$ cat src/pkg/io_port_pkg.sv
// constants for the six-bit i/o port block
package io_port_pkg;
    localparam int PORT_W = 8;
    localparam int PIN_N = 6;
    localparam logic [7:0] UNIMPL_MASK = 8'h3f;
    localparam logic [5:0] DIR_RESET = 6'h3f;
    localparam logic [5:0] LATCH_RESET = 6'h00;
    localparam int INPUT_ONLY_BIT = 3;
    localparam int TIMER_PIN_BIT = 5;
    // primary pins sharing pull-up and wake-on-change
    localparam logic [5:0] SHARED_PIN_MASK = 6'h1b;
    localparam logic [5:0] INPUT_ONLY_MASK = 6'h08;
    localparam logic [5:0] TIMER_PIN_MASK = 6'h20;
endpackage

$ cat src/verilog/pin_cell.sv
// one port pin: synchroniser, latch, driver control
`timescale 1ns/10ps
module pin_cell (
    // clock and reset
    input wire logic clk_i,
    input wire logic rst_i,
    // core side
    input wire logic latch_we_i,
    input wire logic latch_d_i,
    input wire logic dir_we_i,
    input wire logic dir_d_i,
    input wire logic force_input_i,
    // pin side
    input wire logic pin_i,
    output logic pin_sync_o,
    output logic pin_o,
    output logic pin_oe_o
);
    logic sync_a;
    logic latch;
    logic dir;

    always_ff @(posedge clk_i or posedge rst_i)
    begin
        if (rst_i)
        begin
            sync_a <= 1'b0;
            pin_sync_o <= 1'b0;
        end
        else
        begin
            sync_a <= pin_i;
            pin_sync_o <= sync_a;
        end
    end

    always_ff @(posedge clk_i or posedge rst_i)
    begin
        if (rst_i)
            latch <= 1'b0;
        else if (latch_we_i)
            latch <= latch_d_i;
    end

    always_ff @(posedge clk_i or posedge rst_i)
    begin
        if (rst_i)
            dir <= 1'b1;
        else if (dir_we_i)
            dir <= dir_d_i;
    end

    always_ff @(posedge clk_i or posedge rst_i)
    begin
        if (rst_i)
        begin
            pin_o <= 1'b0;
            pin_oe_o <= 1'b0;
        end
        else
        begin
            pin_o <= latch_we_i ? latch_d_i : latch;
            pin_oe_o <= ~(dir_we_i ? dir_d_i : dir) & ~force_input_i;
        end
    end
endmodule // pin_cell

$ cat src/verilog/six_bit_io_port.sv
// two six-bit general purpose i/o ports with direction control
`timescale 1ns/10ps
// Functional notes
// - port reads return pin levels, never latch contents
// - on reset every pin is an input with driver off
// - direction registers are write-only and reset to all ones
// - primary port bits 7 and 6 read zero
// - secondary port bits 7 and 6 read zero
// - alternate-function pins read zero
// - pull-up and wake-on-change shared on primary pins 0,1,3,4
// - master clear on pin 3: pull-up forced on, wake disabled
// - direction-load copies working register to direction register
// - direction one tristates, zero drives latch onto pin
// - pin 3 input only; timer option may override timer pin
// - output latches hold until rewritten
// - timer clock input active on secondary pin 5 while timer_pin_sel_i is set
// - other pins individually configurable in or out
module six_bit_io_port (
    // clock and reset
    input wire logic clk_i,
    input wire logic rst_i,
    // core access
    input wire logic pri_wr_i,
    input wire logic sec_wr_i,
    input wire logic [7:0] wr_data_i,
    input wire logic pri_dir_load_i,
    input wire logic sec_dir_load_i,
    input wire logic [7:0] work_reg_i,
    output logic [7:0] pri_rd_o,
    output logic [7:0] sec_rd_o,
    // configuration
    input wire logic [5:0] pri_alt_i,
    input wire logic [5:0] sec_alt_i,
    input wire logic master_clear_en_i,
    input wire logic pullup_en_i,
    input wire logic wake_en_i,
    input wire logic timer_pin_sel_i,
    // pins
    input wire logic [5:0] pri_pin_i,
    output logic [5:0] pri_pin_o,
    output logic [5:0] pri_pin_oe_o,
    input wire logic [5:0] sec_pin_i,
    output logic [5:0] sec_pin_o,
    output logic [5:0] sec_pin_oe_o,
    // shared pin features
    output logic [5:0] pri_pullup_o,
    output logic wake_o
);
    logic [5:0] pri_sync;
    logic [5:0] sec_sync;
    logic [5:0] pri_force;
    logic [5:0] sec_force;
    logic [5:0] wake_ref;
    logic [5:0] next_pullup;
    logic [5:0] wake_mask;
    logic [2:0] wake_settle;

    assign pri_force = io_port_pkg::INPUT_ONLY_MASK;
    // timer input claims secondary pin five
    assign sec_force = timer_pin_sel_i ? io_port_pkg::TIMER_PIN_MASK : 6'h00;

    genvar g;
    generate
        for (g = 0; g < io_port_pkg::PIN_N; g++)
        begin : gen_pins
            pin_cell pri_cell (
                .clk_i(clk_i),
                .rst_i(rst_i),
                .latch_we_i(pri_wr_i),
                .latch_d_i(wr_data_i[g]),
                .dir_we_i(pri_dir_load_i),
                .dir_d_i(work_reg_i[g]),
                .force_input_i(pri_force[g]),
                .pin_i(pri_pin_i[g]),
                .pin_sync_o(pri_sync[g]),
                .pin_o(pri_pin_o[g]),
                .pin_oe_o(pri_pin_oe_o[g])
            );
            pin_cell sec_cell (
                .clk_i(clk_i),
                .rst_i(rst_i),
                .latch_we_i(sec_wr_i),
                .latch_d_i(wr_data_i[g]),
                .dir_we_i(sec_dir_load_i),
                .dir_d_i(work_reg_i[g]),
                .force_input_i(sec_force[g]),
                .pin_i(sec_pin_i[g]),
                .pin_sync_o(sec_sync[g]),
                .pin_o(sec_pin_o[g]),
                .pin_oe_o(sec_pin_oe_o[g])
            );
        end
    endgenerate

    always_ff @(posedge clk_i or posedge rst_i)
    begin
        if (rst_i)
        begin
            pri_rd_o <= 8'h00;
            sec_rd_o <= 8'h00;
        end
        else
        begin
            // upper bits zero, alternate pins zero
            pri_rd_o <= {2'b00, pri_sync & ~pri_alt_i};
            sec_rd_o <= {2'b00, sec_sync & ~sec_alt_i};
        end
    end

    // shared pull-up, forced on pin 3 under master clear
    always_comb
    begin
        next_pullup = pullup_en_i ? io_port_pkg::SHARED_PIN_MASK : 6'h00;
        if (master_clear_en_i)
            next_pullup = next_pullup | io_port_pkg::INPUT_ONLY_MASK;
    end

    // pin 3 excluded from wake under master clear
    assign wake_mask = master_clear_en_i ?
        (io_port_pkg::SHARED_PIN_MASK & ~io_port_pkg::INPUT_ONLY_MASK) :
        io_port_pkg::SHARED_PIN_MASK;

    always_ff @(posedge clk_i or posedge rst_i)
    begin
        if (rst_i)
            pri_pullup_o <= 6'h00;
        else
            pri_pullup_o <= next_pullup;
    end

    // wake on change of shared pins over one cycle
    // settle chain keeps the post-reset synchroniser fill from faking a change
    always_ff @(posedge clk_i or posedge rst_i)
    begin
        if (rst_i)
        begin
            wake_settle <= 3'h0;
            wake_ref <= 6'h00;
            wake_o <= 1'b0;
        end
        else
        begin
            wake_settle <= {wake_settle[1:0], 1'b1};
            wake_ref <= pri_sync;
            wake_o <= wake_en_i & wake_settle[2] & |((pri_sync ^ wake_ref) & wake_mask);
        end
    end

    a_read_pins: assert property (@(posedge clk_i) disable iff (rst_i)
        ##1 pri_rd_o[5:0] == ($past(pri_sync) & ~$past(pri_alt_i)))
        else $error("primary read does not follow pins");
    a_upper_zero: assert property (@(posedge clk_i) disable iff (rst_i)
        pri_rd_o[7:6] == 2'b00 && sec_rd_o[7:6] == 2'b00)
        else $error("unimplemented bits not zero");
    a_pin3_input: assert property (@(posedge clk_i) disable iff (rst_i)
        !pri_pin_oe_o[3])
        else $error("pin three driven");
    a_dir_load: assert property (@(posedge clk_i) disable iff (rst_i)
        pri_dir_load_i && !work_reg_i[0] |=> pri_pin_oe_o[0])
        else $error("direction load did not enable driver");
    a_dir_off: assert property (@(posedge clk_i) disable iff (rst_i)
        sec_dir_load_i && work_reg_i[1] |=> !sec_pin_oe_o[1])
        else $error("driver not released");
    a_latch_drive: assert property (@(posedge clk_i) disable iff (rst_i)
        pri_wr_i |=> pri_pin_o[0] == $past(wr_data_i[0]))
        else $error("latch value not on pin");
    a_latch_hold: assert property (@(posedge clk_i) disable iff (rst_i)
        !sec_wr_i ##1 !sec_wr_i |-> $stable(sec_pin_o))
        else $error("latch changed without write");
    a_clear_pull: assert property (@(posedge clk_i) disable iff (rst_i)
        master_clear_en_i |=> pri_pullup_o[3])
        else $error("pin three pull-up off under master clear");
    a_timer_pin: assert property (@(posedge clk_i) disable iff (rst_i)
        timer_pin_sel_i |=> !sec_pin_oe_o[5])
        else $error("timer pin driven");
    a_pull_shared: assert property (@(posedge clk_i) disable iff (rst_i)
        !master_clear_en_i |=>
        pri_pullup_o == ({6{$past(pullup_en_i)}} & io_port_pkg::SHARED_PIN_MASK))
        else $error("pull-up not shared");

    c_drive: cover property (@(posedge clk_i) pri_dir_load_i ##1 pri_pin_oe_o[0]);
    c_wake: cover property (@(posedge clk_i) wake_o);
    c_alt: cover property (@(posedge clk_i) |pri_alt_i && |pri_sync);
endmodule // six_bit_io_port

$ cat config.mk
export PLATFORM = sky130hd
export DESIGN_NAME = six_bit_io_port
export DESIGN_NICKNAME = d
export VERILOG_FILES = /design/src/pkg/io_port_pkg.sv /design/src/verilog/pin_cell.sv /design/src/verilog/six_bit_io_port.sv
export SDC_FILE = /design/constraint.sdc
export NUM_CORES = 1
export LEC_CHECK = 0
export BUFFER_PORTS_ARGS = -buffer_cell sky130_fd_sc_hd__buf_2
export CAP_MARGIN = 20
export CORE_ASPECT_RATIO = 1.5
export CORE_MARGIN = 4
export CORE_UTILIZATION = 25
export CTS_CLUSTER_DIAMETER = 80
export CTS_CLUSTER_SIZE = 20
export DETAILED_ROUTE_END_ITERATION = 7
export GPL_TIMING_DRIVEN = 0
export SETUP_SLACK_MARGIN = 0.02
export SLEW_MARGIN = 0
export SYNTH_ARGS = -nofsm -noshare
export SYNTH_HDL_FRONTEND = slang
export SYNTH_SLANG_ARGS = --single-unit
$ cat constraint.sdc
create_clock -name clk_i -period 2.4 [get_ports clk_i]
set_clock_uncertainty 0.05 [all_clocks]
set_input_delay 0.24 -clock clk_i [delete_from_list [all_inputs] [get_ports clk_i]]
set_output_delay 0.24 -clock clk_i [all_outputs]
set_load 0.01 [all_outputs]
### Word-level counts from Yosys, hierarchy flattened

Cells that the tools add are included.

| operators by class | value |
|---|---|
| reductions and logical operators | 1 |
| bitwise gates (word level) | 31 |
| muxes and demuxes | 17 |

Operators by type and width:

| kind | number |
|---|---|
| inverter 1 bit | 17 |
| 2-to-1 mux 1 bit | 13 |
| AND 6 bit | 2 |
| inverter 6 bit | 2 |
| AND 1 bit | 8 |
| 2-to-1 mux 4 bit | 2 |
| AND 6 x 5 -> 6 bit | 1 |
| 2-to-1 mux 6 bit | 1 |
| OR reduction 6 bit | 1 |
| XOR 6 bit | 1 |
| 2-to-1 mux 5 bit | 1 |

| word-level totals | value |
|---|---|
| input port bits | 50 |
| register bits | 85 |
| logic and storage cells | 113 |

### Longest topological paths before layout

Gate-level depths: netlist (run 1).

| logic depth | value |
|---|---|
| depth in word-level cells | 4 |
| mapped depth | 3 |
| mapped depth without buffers | 3 |

### Modules after synthesis

A second synthesis (run 1) with hierarchy kept.

| second synthesis, totals | value |
|---|---|
| cell total of the unflattened synthesis | 160 |
| area total of the unflattened synthesis | 2705.1 um^2 |

Modules (own cells, without submodules):

| module | area each (um^2) | cells each | times used |
|---|---|---|---|
| pin_cell | 162.7 | 9 | 12 |
| six_bit_io_port | 753.2 | 52 | 1 |

### Least setup slack after synthesis (run 1)

OpenSTA, ideal clock, no wires.

| path | value |
|---|---|
| kind | flip-flop to flip-flop |
| start point | reg gen_pins[1].pri_cell.pin_sync_o |
| end point | reg wake_o |
| clock period less this slack | 949 ps |
| path slack | 1451 ps |
| arrival | 780 ps |
| library setup time | 120 ps |
| cell stages (with the launch flop) | 4 |
| cell sequence | dfrtp_1 > xnor2_1 > o2111ai_1 > and3_1 |

| on the way | value |
|---|---|
| longest elaborated chain between the ends | 4 |

Ends and longest elaborated chain:

| element | RTL line | RTL |
|---|---|---|
| start, declared | pin_cell.sv:15 | `output logic pin_sync_o,` |
| start signal, assigned | pin_cell.sv:33 | `pin_sync_o <= sync_a;` |
| XOR 6 bit | six_bit_io_port.sv:145 | `wake_o <= wake_en_i & wake_settle[2] & \|((pri_sync ^ wake_ref) & wake_mask);` |
| AND 6 x 5 -> 6 bit | six_bit_io_port.sv:145 |  |
| OR reduction 6 bit | six_bit_io_port.sv:145 |  |
| AND 1 bit | six_bit_io_port.sv:145 |  |
| end signal, assigned | six_bit_io_port.sv:145 |  |
| end, declared | six_bit_io_port.sv:47 | `output logic wake_o` |

No other way between the ends.
A chain may end at the register's enable or synchronous reset.

==> impl_metrics.tcl, run 1 <==
set metrics [dict create \
    regToRegSetupSlack_ns 1.36 \
    finalNonFillerCells 447 \
    start_util_pct 25.67 \
    power_density_nw_per_um2 805.7 \
    antennaDiodeCount 0 \
    ys_ff_latch 80 \
    crit_type "register to primary output" \
    synth_cell_types 16 \
    async_reset_ff_share_pct 100.0 \
    crit_fanout 3 \
    arrival_ns 0.98 \
    dr_wl_met2_mm 2.543 \
    final_nets 348 \
    synth.top_cell.area_share_pct 63.51 \
    route.detailed.drc 0 \
    layout_min_cycle_time_ns 1.265 \
    synthTopCellsByArea "dfrtp_1, dfstp_2, buf_4" \
    synth_common_cells "dfrtp_1, buf_4, mux2_2, nor2b_1" \
    r2r-start "gen_pins[1].pri_cell.pin_sync_o" \
    setup_viol 0 \
    combPwrFrac_pct 10.5 \
    p_sw_uw 702.1 \
    yosysTopAreaCell "dfrtp_1" \
    die_area_um2 12640 \
    switching_share_pct 22.21 \
    dpl_cell_area_um2 3357 \
    synth_edf_count 0 \
    power_frac_clock_pct 42.4 \
    clock-sinks 80 \
    highest_layer "met4" \
    ys_seq_area_share_pct 74.14 \
    max_freq_mhz 790.5 \
    track_usage_pct 8.358 \
    outcome "complete, no violations" \
    synth_top_flop_cell "dfrtp_1" \
    drv_cap 0 \
    synth_area_per_cell_um2 15.81 \
    port_buffers 81 \
    worst_hold_startpoint "work_reg_i[3]" \
    p_total_mw 3.161 \
    first_global_vias 1675 \
    seq_area_um2 2016 \
    cts_made_buffers 9 \
    drive_above_1_share_pct 52.81 \
    clk_latency_ns 0.33 \
    multi_input_area_um2 417.9 \
    power_frac_seq_pct 47.1 \
    rsz0062_at_grt "false" \
    drt_iter0_markers 37 \
    grt_pass1_wl_mm 7.886 \
    cts_buffer_depth 2 \
    synth.most_common_cell "dfrtp_1" \
    drt-total-wl_mm 4.876 \
    clkSlewWorstSetupHoldPaths_ns 0.06 \
    row_count 46 \
    r2r_cells 3 \
    min_to "gen_pins[3].sec_cell.pin_oe_o" \
    synth.yosys.warnings 0 \
    vias_per_cell 3.512 \
    antenna_left 0 \
    hold_violations 0 \
    setup_tns_ns 0 \
    cp-end-kind "primary output" \
    internal-power_mw 2.459 \
    gp_congestion 0.6355 \
    h-tree-depth 3 \
    clockRootBuffer "clkbuf_16" \
    wl_met1_mm 1.893 \
    dr.pass1.iters 3 \
    fin_crit_sh_pct 52.71 \
    worstSetupStartpointType "register" \
    coreArea_um2 10590 \
    grt-ovfl-total 0 \
    max-vdd-ir-drop_mv 0.3458 \
    whs_path_depth 2 \
    power.leakage_nw 1.950 \
    die_y_um 135.7 \
    stdcell_area_um2 3924 \
    dp.cells 404 \
    syn_inst 172 \
    fillers 1084 \
    io_pins 97 \
    cts_tree "yes" \
    syn_to_final_growth_pct 44.32 \
    dp_hpwl_mm 3.507 \
    wire_per_inst_um 10.91 \
    wl_met3_um 355 \
    reg2reg_to "wake_o" \
    cp.required_ns 2.11 \
    slew_viol_final 0 \
    hp-class "input pin to register" \
    grt_max_degree 53 \
    antenna_found_initial 0 \
    syn-cell-area_um2 2719 \
    vias 1570 \
    dieWidth_um 93.15 \
]
## placed cells by master, fill, tap and decap left out, drive strengths merged, types with 2 or more instances in the layout
| master | n |
|---|---|
| buf | 118 |
| dfrtp | 69 |
| dlygate4sd3 | 27 |
| mux2 | 13 |
| nor2b | 12 |
| inv | 12 |
| dfstp | 11 |
| mux2i | 10 |
| clkbuf | 10 |
| conb | 8 |
| xnor2 | 4 |
| clkinvlp | 2 |
| clkinv | 2 |
## flip-flops by register name, indices dropped and copies added, names as in the netlist
register and count:
gen_pins.sec_cell.pin_oe_o 6, gen_pins.sec_cell.latch 5, gen_pins.pri_cell.latch 5, wake_o 1, gen_pins.pri_cell.dir 5, gen_pins.pri_cell.pin_oe_o 5, wake_settle 3, wake_ref 4
gen_pins.pri_cell.pin_o 1, gen_pins.sec_cell.pin_o 1, pri_rd_o 6, gen_pins.sec_cell.sync_a 6, gen_pins.pri_cell.pin_sync_o 6, gen_pins.sec_cell.dir 6, gen_pins.pri_cell.sync_a 6, sec_rd_o 6
gen_pins.sec_cell.pin_sync_o 6, pri_pullup_o 2
## power groups by stage
stage	Clock (mW)	Sequential, mW	Combinational [mW]
5_1_grt	1.46	1.50	0.367
3_5_place_dp	0	1.52	0.306
6_report	1.34	1.49	0.333
4_1_cts	1.39	1.49	0.341
3_3_place_gp	0	1.51	0.293
2_1_floorplan	0	1.51	0.182
## stage by stage
step | hold WS [ns] | worst slack (ns) | util, %
after CTS | 0.05025 | 1.110 | 37.05
after global placement | 0.2811 | -0.8139 | 31.42
final | 0.05915 | 1.135 | 37.05
after floorplan | 0.2214 | 0.07647 | -
after global routing | 0.05018 | 1.079 | 37.05
after detailed placement | 0.2094 | 1.344 | 31.70
## cell type report
cell class	count	area share, %
Sequential cell	80	51.37
Timing Repair Buffer	109	17.92
Multi-Input combinational cell	51	10.65
Buffer	36	6.792
Clock buffer	10	5.835
Tap cell	144	4.592
Clock inverter	6	1.722
Inverter	11	1.116
## kinds of logic after synthesis
family                    share of synthesized area [%]
other                                            0.2762
AOI/OAI and AO/OA                                0.3222
and+or+nand+nor                                   3.452
DFF                                               74.14
buffers and inverters                             11.32
muxes                                             9.204
xor gates and xnor gates                          1.288
## repair_timing
action | CTS | global route
resized for setup | 0 | 0
hold buffers | 27 | 0
endpoints found under the setup margin | 0 | 0
setup buffers | 0 | 0
endpoints found under the hold margin | 49 | 0
## per-layer routing
layer  vias to the layer above  GRT usage [%]
met4                         0          3.912
met5                         -              0
met2                        57          13.79
met1                       757          9.088
met3                         6          3.835
li1                        750              -
## worst max path at each step
stage | depth (start not counted) | slack (ns) | startpoint | to
2_1_floorplan | 1 | 0.08 | rst_i | gen_pins[0].pri_cell.latch
3_3_place_gp | 2 | -0.81 | rst_i | gen_pins[1].pri_cell.pin_oe_o
3_5_place_dp | 3 | 1.34 | gen_pins[1].pri_cell.pin_sync_o | wake_o
4_1_cts | 2 | 1.11 | pri_pullup_o[1] | pri_pullup_o[4]
5_1_grt | 2 | 1.08 | pri_pullup_o[1] | pri_pullup_o[4]
6_report | 2 | 1.13 | pri_pullup_o[1] | pri_pullup_o[4]
## critical path, cell delays in order (launching register included)
cell and delay, ns:
dfrtp_1 0.39, buf_4 0.13, buf_2 0.13
Note: power is estimated with default switching activity, not from simulation.
==> run 2: changes to the inputs <==
Settings changed: ABC_AREA from default to 1.
Clock period 2.4 ns to 1.1 ns, I/O delays scaled along.
==> run 2 against run 1 <==
The flow now finishes with violations (negative hold slack, negative setup slack). Critical path depth unchanged. Sequential share of layout area decreased by 3.8 points. Clock-buffer cell count unchanged. Total power rose by 120%. Final area up 8.0%. Die area is 4.6% higher. Critical endpoint is now pri_pullup_o[1].
==> impl_metrics.tcl, run 2 <==
set metrics [dict create \
    outcome "finished with violations" \
    violations "negative hold slack, negative setup slack" \
    layout_commonest_cell "dfrtp_1" \
    route.detailed.drc 0 \
    drt_iter0_markers 39 \
    crit_fanout 3 \
    arrival_ns 0.97 \
    synth.top_cell.area_share_pct 60.50 \
    first_global_vias 1888 \
    grt-ovfl-total 0 \
    max_freq_mhz 882.0 \
    gp_congestion 0.7536 \
    power.leakage_nw 2.135 \
    coreArea_um2 11110 \
    synth_area_per_cell_um2 13.53 \
    hold_ws_ns -0.1317 \
    power_density_nw_per_um2 1621 \
    power_frac_seq_pct 47.6 \
    cts_tree "yes" \
    io_pins 97 \
    final_cell_mix "dfrtp_1, buf_2, dlygate4sd3_1" \
    cp.required_ns 0.94 \
    synth_top_flop_cell "dfrtp_1" \
    fin_crit_sh_pct 103.1 \
    p_sw_mw 1.604 \
    h-tree-depth 3 \
    final_nets 387 \
    vias_per_cell 3.573 \
    synth_edf_count 0 \
    port_buffers 82 \
    slowest_delay_ns 0.39 \
    synth_common_cells "dfrtp_1, buf_4, inv_1" \
    clockRootBuffer "clkbuf_16" \
    start_util_pct 25.68 \
    stdcell_area_um2 4239 \
    synth_cell_types 16 \
    cp-end-kind "primary output" \
    clkSlewWorstSetupHoldPaths_ns 0.06 \
    power_frac_clock_pct 40.2 \
    yosysTopAreaCell "dfrtp_1" \
    layout_min_cycle_time_ns 1.134 \
    syn_to_final_growth_pct 48.53 \
    switching_share_pct 23.34 \
    combPwrFrac_pct 12.2 \
    row_count 47 \
    slew_viol_final 0 \
    internal-power_mw 5.269 \
    synth.most_common_cell "dfrtp_1" \
    dr.pass1.iters 4 \
    dpl_cell_area_um2 3495 \
    critPathSlowestCell "dfrtp_1" \
    final_util_pct 38.14 \
    vias 1747 \
    grt_max_degree 44 \
    antenna_found_initial 0 \
    dp_hpwl_mm 3.650 \
    track_usage_pct 8.964 \
    max-vdd-ir-drop_mv 0.6672 \
    rsz0062_at_grt "true" \
    setup_viol 2 \
    worstSetupStartpointType "register" \
    worstPathCellList "buf_4 -> buf_6" \
    drive_above_1_share_pct 46.49 \
    drv_cap 0 \
    clock-sinks 80 \
    die_area_um2 13220 \
    async_reset_ff_share_pct 100.0 \
    setup_slack_ns -0.03385 \
    cts_made_buffers 9 \
    clk_latency_ns 0.33 \
    syn-cell-area_um2 2854 \
    hold_violations 37 \
    die_y_um 138.9 \
    dieWidth_um 95.24 \
    wire_per_inst_um 10.85 \
    hold_buffers 42 \
    crit_type "register to primary output" \
    max_slew_margin_pct 46.08 \
    preCtsSetupSlack_ns -0.01204 \
    ys_seq_area_share_pct 70.63 \
    drt-total-wl_mm 5.307 \
    ys_ff_latch 80 \
    syn_inst 211 \
    synth.yosys.warnings 0 \
    antennaDiodeCount 0 \
    synthTopCellsByArea "dfrtp_1, dfstp_2, buf_4" \
    antenna_left 0 \
    worst_slew_pin_slew_ns 0.8071 \
    hp-class "input pin to asynchronous set/reset pin" \
    cts_buffer_depth 2 \
    grt_pass1_wl_mm 8.818 \
]
run 2: cell count changes in the layout (fill, tap and decap cells not counted), moves of 5 or more:
cell and delta:
buf_4 -16, o21ai_2 +9, buf_2 -27, mux2i_1 -10, nor2b_1 -12, inv_2 +5
dlygate4sd3_1 +15, nor2_1 +16, mux2_2 -12, nand2_1 +18, mux2_4 +11, buf_6 +28
inv_1 +16
run 2: critical path: cells and delay by family (launching register included):
kind / cells / cell delay [ns]
buffers and inverters: 2 / 0.25
DFF: 1 / 0.39
run 2: cells by family after synthesis:
family / after synthesis / share of synthesized area [%]
flops: 80 / 70.63
buf+inv: 68 / 14.07
simple gates: 36 / 4.866
mux: 12 / 6.313
compound gates: 11 / 3.244
xor+xnor: 2 / 0.6139
other cells: 2 / 0.2631
run 2: worst paths after layout:
kind / from / to / slack, ns / cells after the start
setup / recovery: pri_pullup_o[1] / pri_pullup_o[1] / -0.03 / 2
hold / removal: rst_i / pri_rd_o[5] / -0.13 / 2
setup reg to reg: gen_pins[3].sec_cell.latch / gen_pins[3].sec_cell.latch / 0.13 / 2
hold reg to reg: gen_pins[1].pri_cell.sync_a / gen_pins[1].pri_cell.pin_sync_o / 0.30 / 0
max in group asynchronous: rst_i / gen_pins[5].sec_cell.dir / 0.40 / 3
min in group clk_i: sec_wr_i / gen_pins[1].sec_cell.latch / 0.03 / 2
run 2: power groups by stage:
stage	Clock, mW	Combinational (mW)	Sequential (mW)
after global placement	0	0.683	3.30
after CTS	2.87	0.847	3.27
final	2.76	0.838	3.27
after global routing	2.99	0.920	3.30
after floorplan	0	0.443	3.30
after detailed placement	0	0.709	3.30
run 2: per-layer routing:
metal | wire length [µm] | share of wire [%] | vias to the layer above | track usage [%]
li1 | - | - | 841 | -
met2 | 2872 | 54 | 68 | 14.91
met1 | 1879 | 35 | 822 | 9.290
met3 | 313 | 5.9 | 16 | 2.334
met5 | 0 | 0 | - | 0
met4 | 241 | 4.5 | 0 | 6.996
run 2: cell type report:
cell class | instances | area, µm²
inverters | 32 | 123.9
clock inverters | 6 | 45.04
repair buffers | 131 | 1052
plain buffers | 14 | 120.1
fillers | 1057 | 6875
clock buffers | 10 | 239.0
flip-flops and latches | 80 | 2016
well taps | 147 | 183.9
multi-input cells | 69 | 459.2
run 2: stage by stage:
step	TNS, ns	total power, mW	cells	hold slack (ns)
detailed placement	-0.1262	4.011	447	0.1693
global placement	-34.01	3.980	446	0.1695
CTS	-0.1500	6.995	489	-0.1140
floorplan	0	3.742	217	0.09143
finish	-0.06445	6.873	489	-0.1317
global route	-0.1911	7.203	489	-0.07278
run 2: timing repair:
action | 4_1_cts | 5_1_grt
gates resized for setup | 25 | 3
buffers inserted | 6 | 0
cloned | 0 | 0
setup endpoints to repair | 25 | 3
endpoints found under the hold margin | 88 | 37
==> run 3: changes to the inputs <==
Settings changed: CORE_ASPECT_RATIO 1.5 to default.
==> run 3 against run 2 <==
The flow still finishes with violations (negative hold slack, negative setup slack). Critical path depth unchanged. Global-route usage fell by 0.34 points. Worst hold slack improved by 0.025 ns. Cell count is 2.5% lower. Via count shrank 1.7%. Critical endpoint unchanged.
==> impl_metrics.tcl, run 3 (synthesis results as in run 2) <==
set metrics [dict create \
    row_count 38 \
    preCtsSetupSlack_ns 0.03225 \
    worstPathCellList "buf_4 -> buf_6" \
    start_util_pct 25.99 \
    port_buffers 82 \
    arrival_ns 0.97 \
    cts_made_buffers 9 \
    cts_tree "yes" \
    final_cell_mix "dfrtp_1, buf_2, dlygate4sd3_1" \
    antenna_left 0 \
    setup_tns_ns -0.05133 \
    antenna_found_initial 0 \
    cts_buffer_depth 2 \
    clk_latency_ns 0.33 \
    p_total_mw 6.896 \
    drv_cap 0 \
    wire_per_inst_um 10.86 \
    dp_hpwl_mm 3.579 \
    layout_commonest_cell "dfrtp_1" \
    critPathSlowestCell "dfrtp_1" \
    fin_crit_sh_pct 102.5 \
    worst_slew_pin_slew_ns 0.8411 \
    power.leakage_nw 2.119 \
    setup_viol 2 \
    layout_min_cycle_time_ns 1.127 \
    grt_max_degree 45 \
    critPathTopFamily "flip-flops" \
    die_area_um2 13190 \
    vias_per_cell 3.600 \
    violations "negative hold slack, negative setup slack" \
    gp_congestion 0.6882 \
    hold_violations 25 \
    drive_above_1_share_pct 47.18 \
    antennaDiodeCount 0 \
    worstSetupStartpointType "register" \
    grt_pass1_wl_mm 8.783 \
    slowest_delay_ns 0.39 \
    hold_buffers 37 \
    route.detailed.drc 0 \
    clkSlewWorstSetupHoldPaths_ns 0.06 \
    drt_iter0_markers 46 \
    dieWidth_um 114.8 \
    critPathBufInv 2 \
    slew_viol_final 0 \
    drt-total-wl_mm 5.181 \
    io_pins 97 \
    final_nets 382 \
    max-vdd-ir-drop_mv 0.6691 \
    max_freq_mhz 887.1 \
    cp.required_ns 0.94 \
    dr.pass1.iters 3 \
    cp-end-kind "primary output" \
    clockRootBuffer "clkbuf_16" \
    setup_slack_ns -0.02722 \
    outcome "finished with violations" \
    first_global_vias 1883 \
    syn_to_final_growth_pct 46.60 \
    vias 1717 \
    clock-sinks 80 \
    h-tree-depth 3 \
    hp-class "input pin to asynchronous set/reset pin" \
    die_y_um 114.8 \
    track_usage_pct 8.627 \
    power_density_nw_per_um2 1648 \
    crit_fanout 3 \
    grt-ovfl-total 0 \
    hold_ws_ns -0.1070 \
    max_slew_margin_pct 43.81 \
    rsz0062_at_grt "true" \
    coreArea_um2 10980 \
    crit_type "register to primary output" \
]
==> run 3: area by class of cell <==
class,count,area (µm²)
multi-input cells,69,459.2
inverters,32,123.9
fillers,1070,6799
clock inverters,6,52.55
flip-flops and latches,80,2016
well taps,140,175.2
clock buffers,10,239.0
plain buffers,13,108.9
repair buffers,127,1010
==> run 3: worst paths after layout <==
kind,slack [ns],end,cells past startpoint,start
worst min register to register,0.30,wake_settle[1],0,wake_settle[0]
max in group asynchronous,0.44,gen_pins[0].sec_cell.pin_sync_o,3,rst_i
worst max register to register,0.14,gen_pins[4].pri_cell.latch,2,gen_pins[4].pri_cell.latch
worst max-delay path,-0.03,pri_pullup_o[1],2,pri_pullup_o[1]
worst min-delay path,-0.11,wake_o,2,rst_i
min in group clk_i,0.02,gen_pins[2].pri_cell.pin_oe_o,4,work_reg_i[2]
==> run 3: timing repair <==
| item | CTS | global route |
|---|---|---|
| endpoints found under the setup margin | 25 | 2 |
| hold endpoints to repair | 69 | 25 |
| resized for setup | 25 | 0 |
| buffers inserted | 7 | 0 |
==> run 3: routing by layer <==
layer  GRT usage [%]  share of wire [%]  up-vias  wire length (µm)
met5               0                  0        -                 0
met4           4.069                2.0        0               102
met3           3.421                7.5       10               387
met2           14.31                 51       67              2655
met1           9.732                 39      806              2035
li1                -                  -      834                 -
==> run 3: power breakdown <==
group | switching, mW | total [mW] | internal (mW)
Combinational | 0.326 | 0.818 | 0.492
Sequential | 0.0944 | 3.27 | 3.17
Clock | 1.19 | 2.81 | 1.62
Total | 1.61 | 6.90 | 5.28
==> run 3: stage by stage <==
step | cell area [µm²] | utilization (%) | cells | hold WS (ns)
after CTS | 4184 | 38.10 | 477 | -0.09068
after detailed placement | 3486 | 31.74 | 440 | 0.1694
after global routing | 4184 | 38.10 | 477 | -0.04812
after global placement | 3466 | 31.56 | 439 | 0.1687
after floorplan | 2880 | - | 217 | 0.09143
final | 4184 | 38.10 | 477 | -0.1070
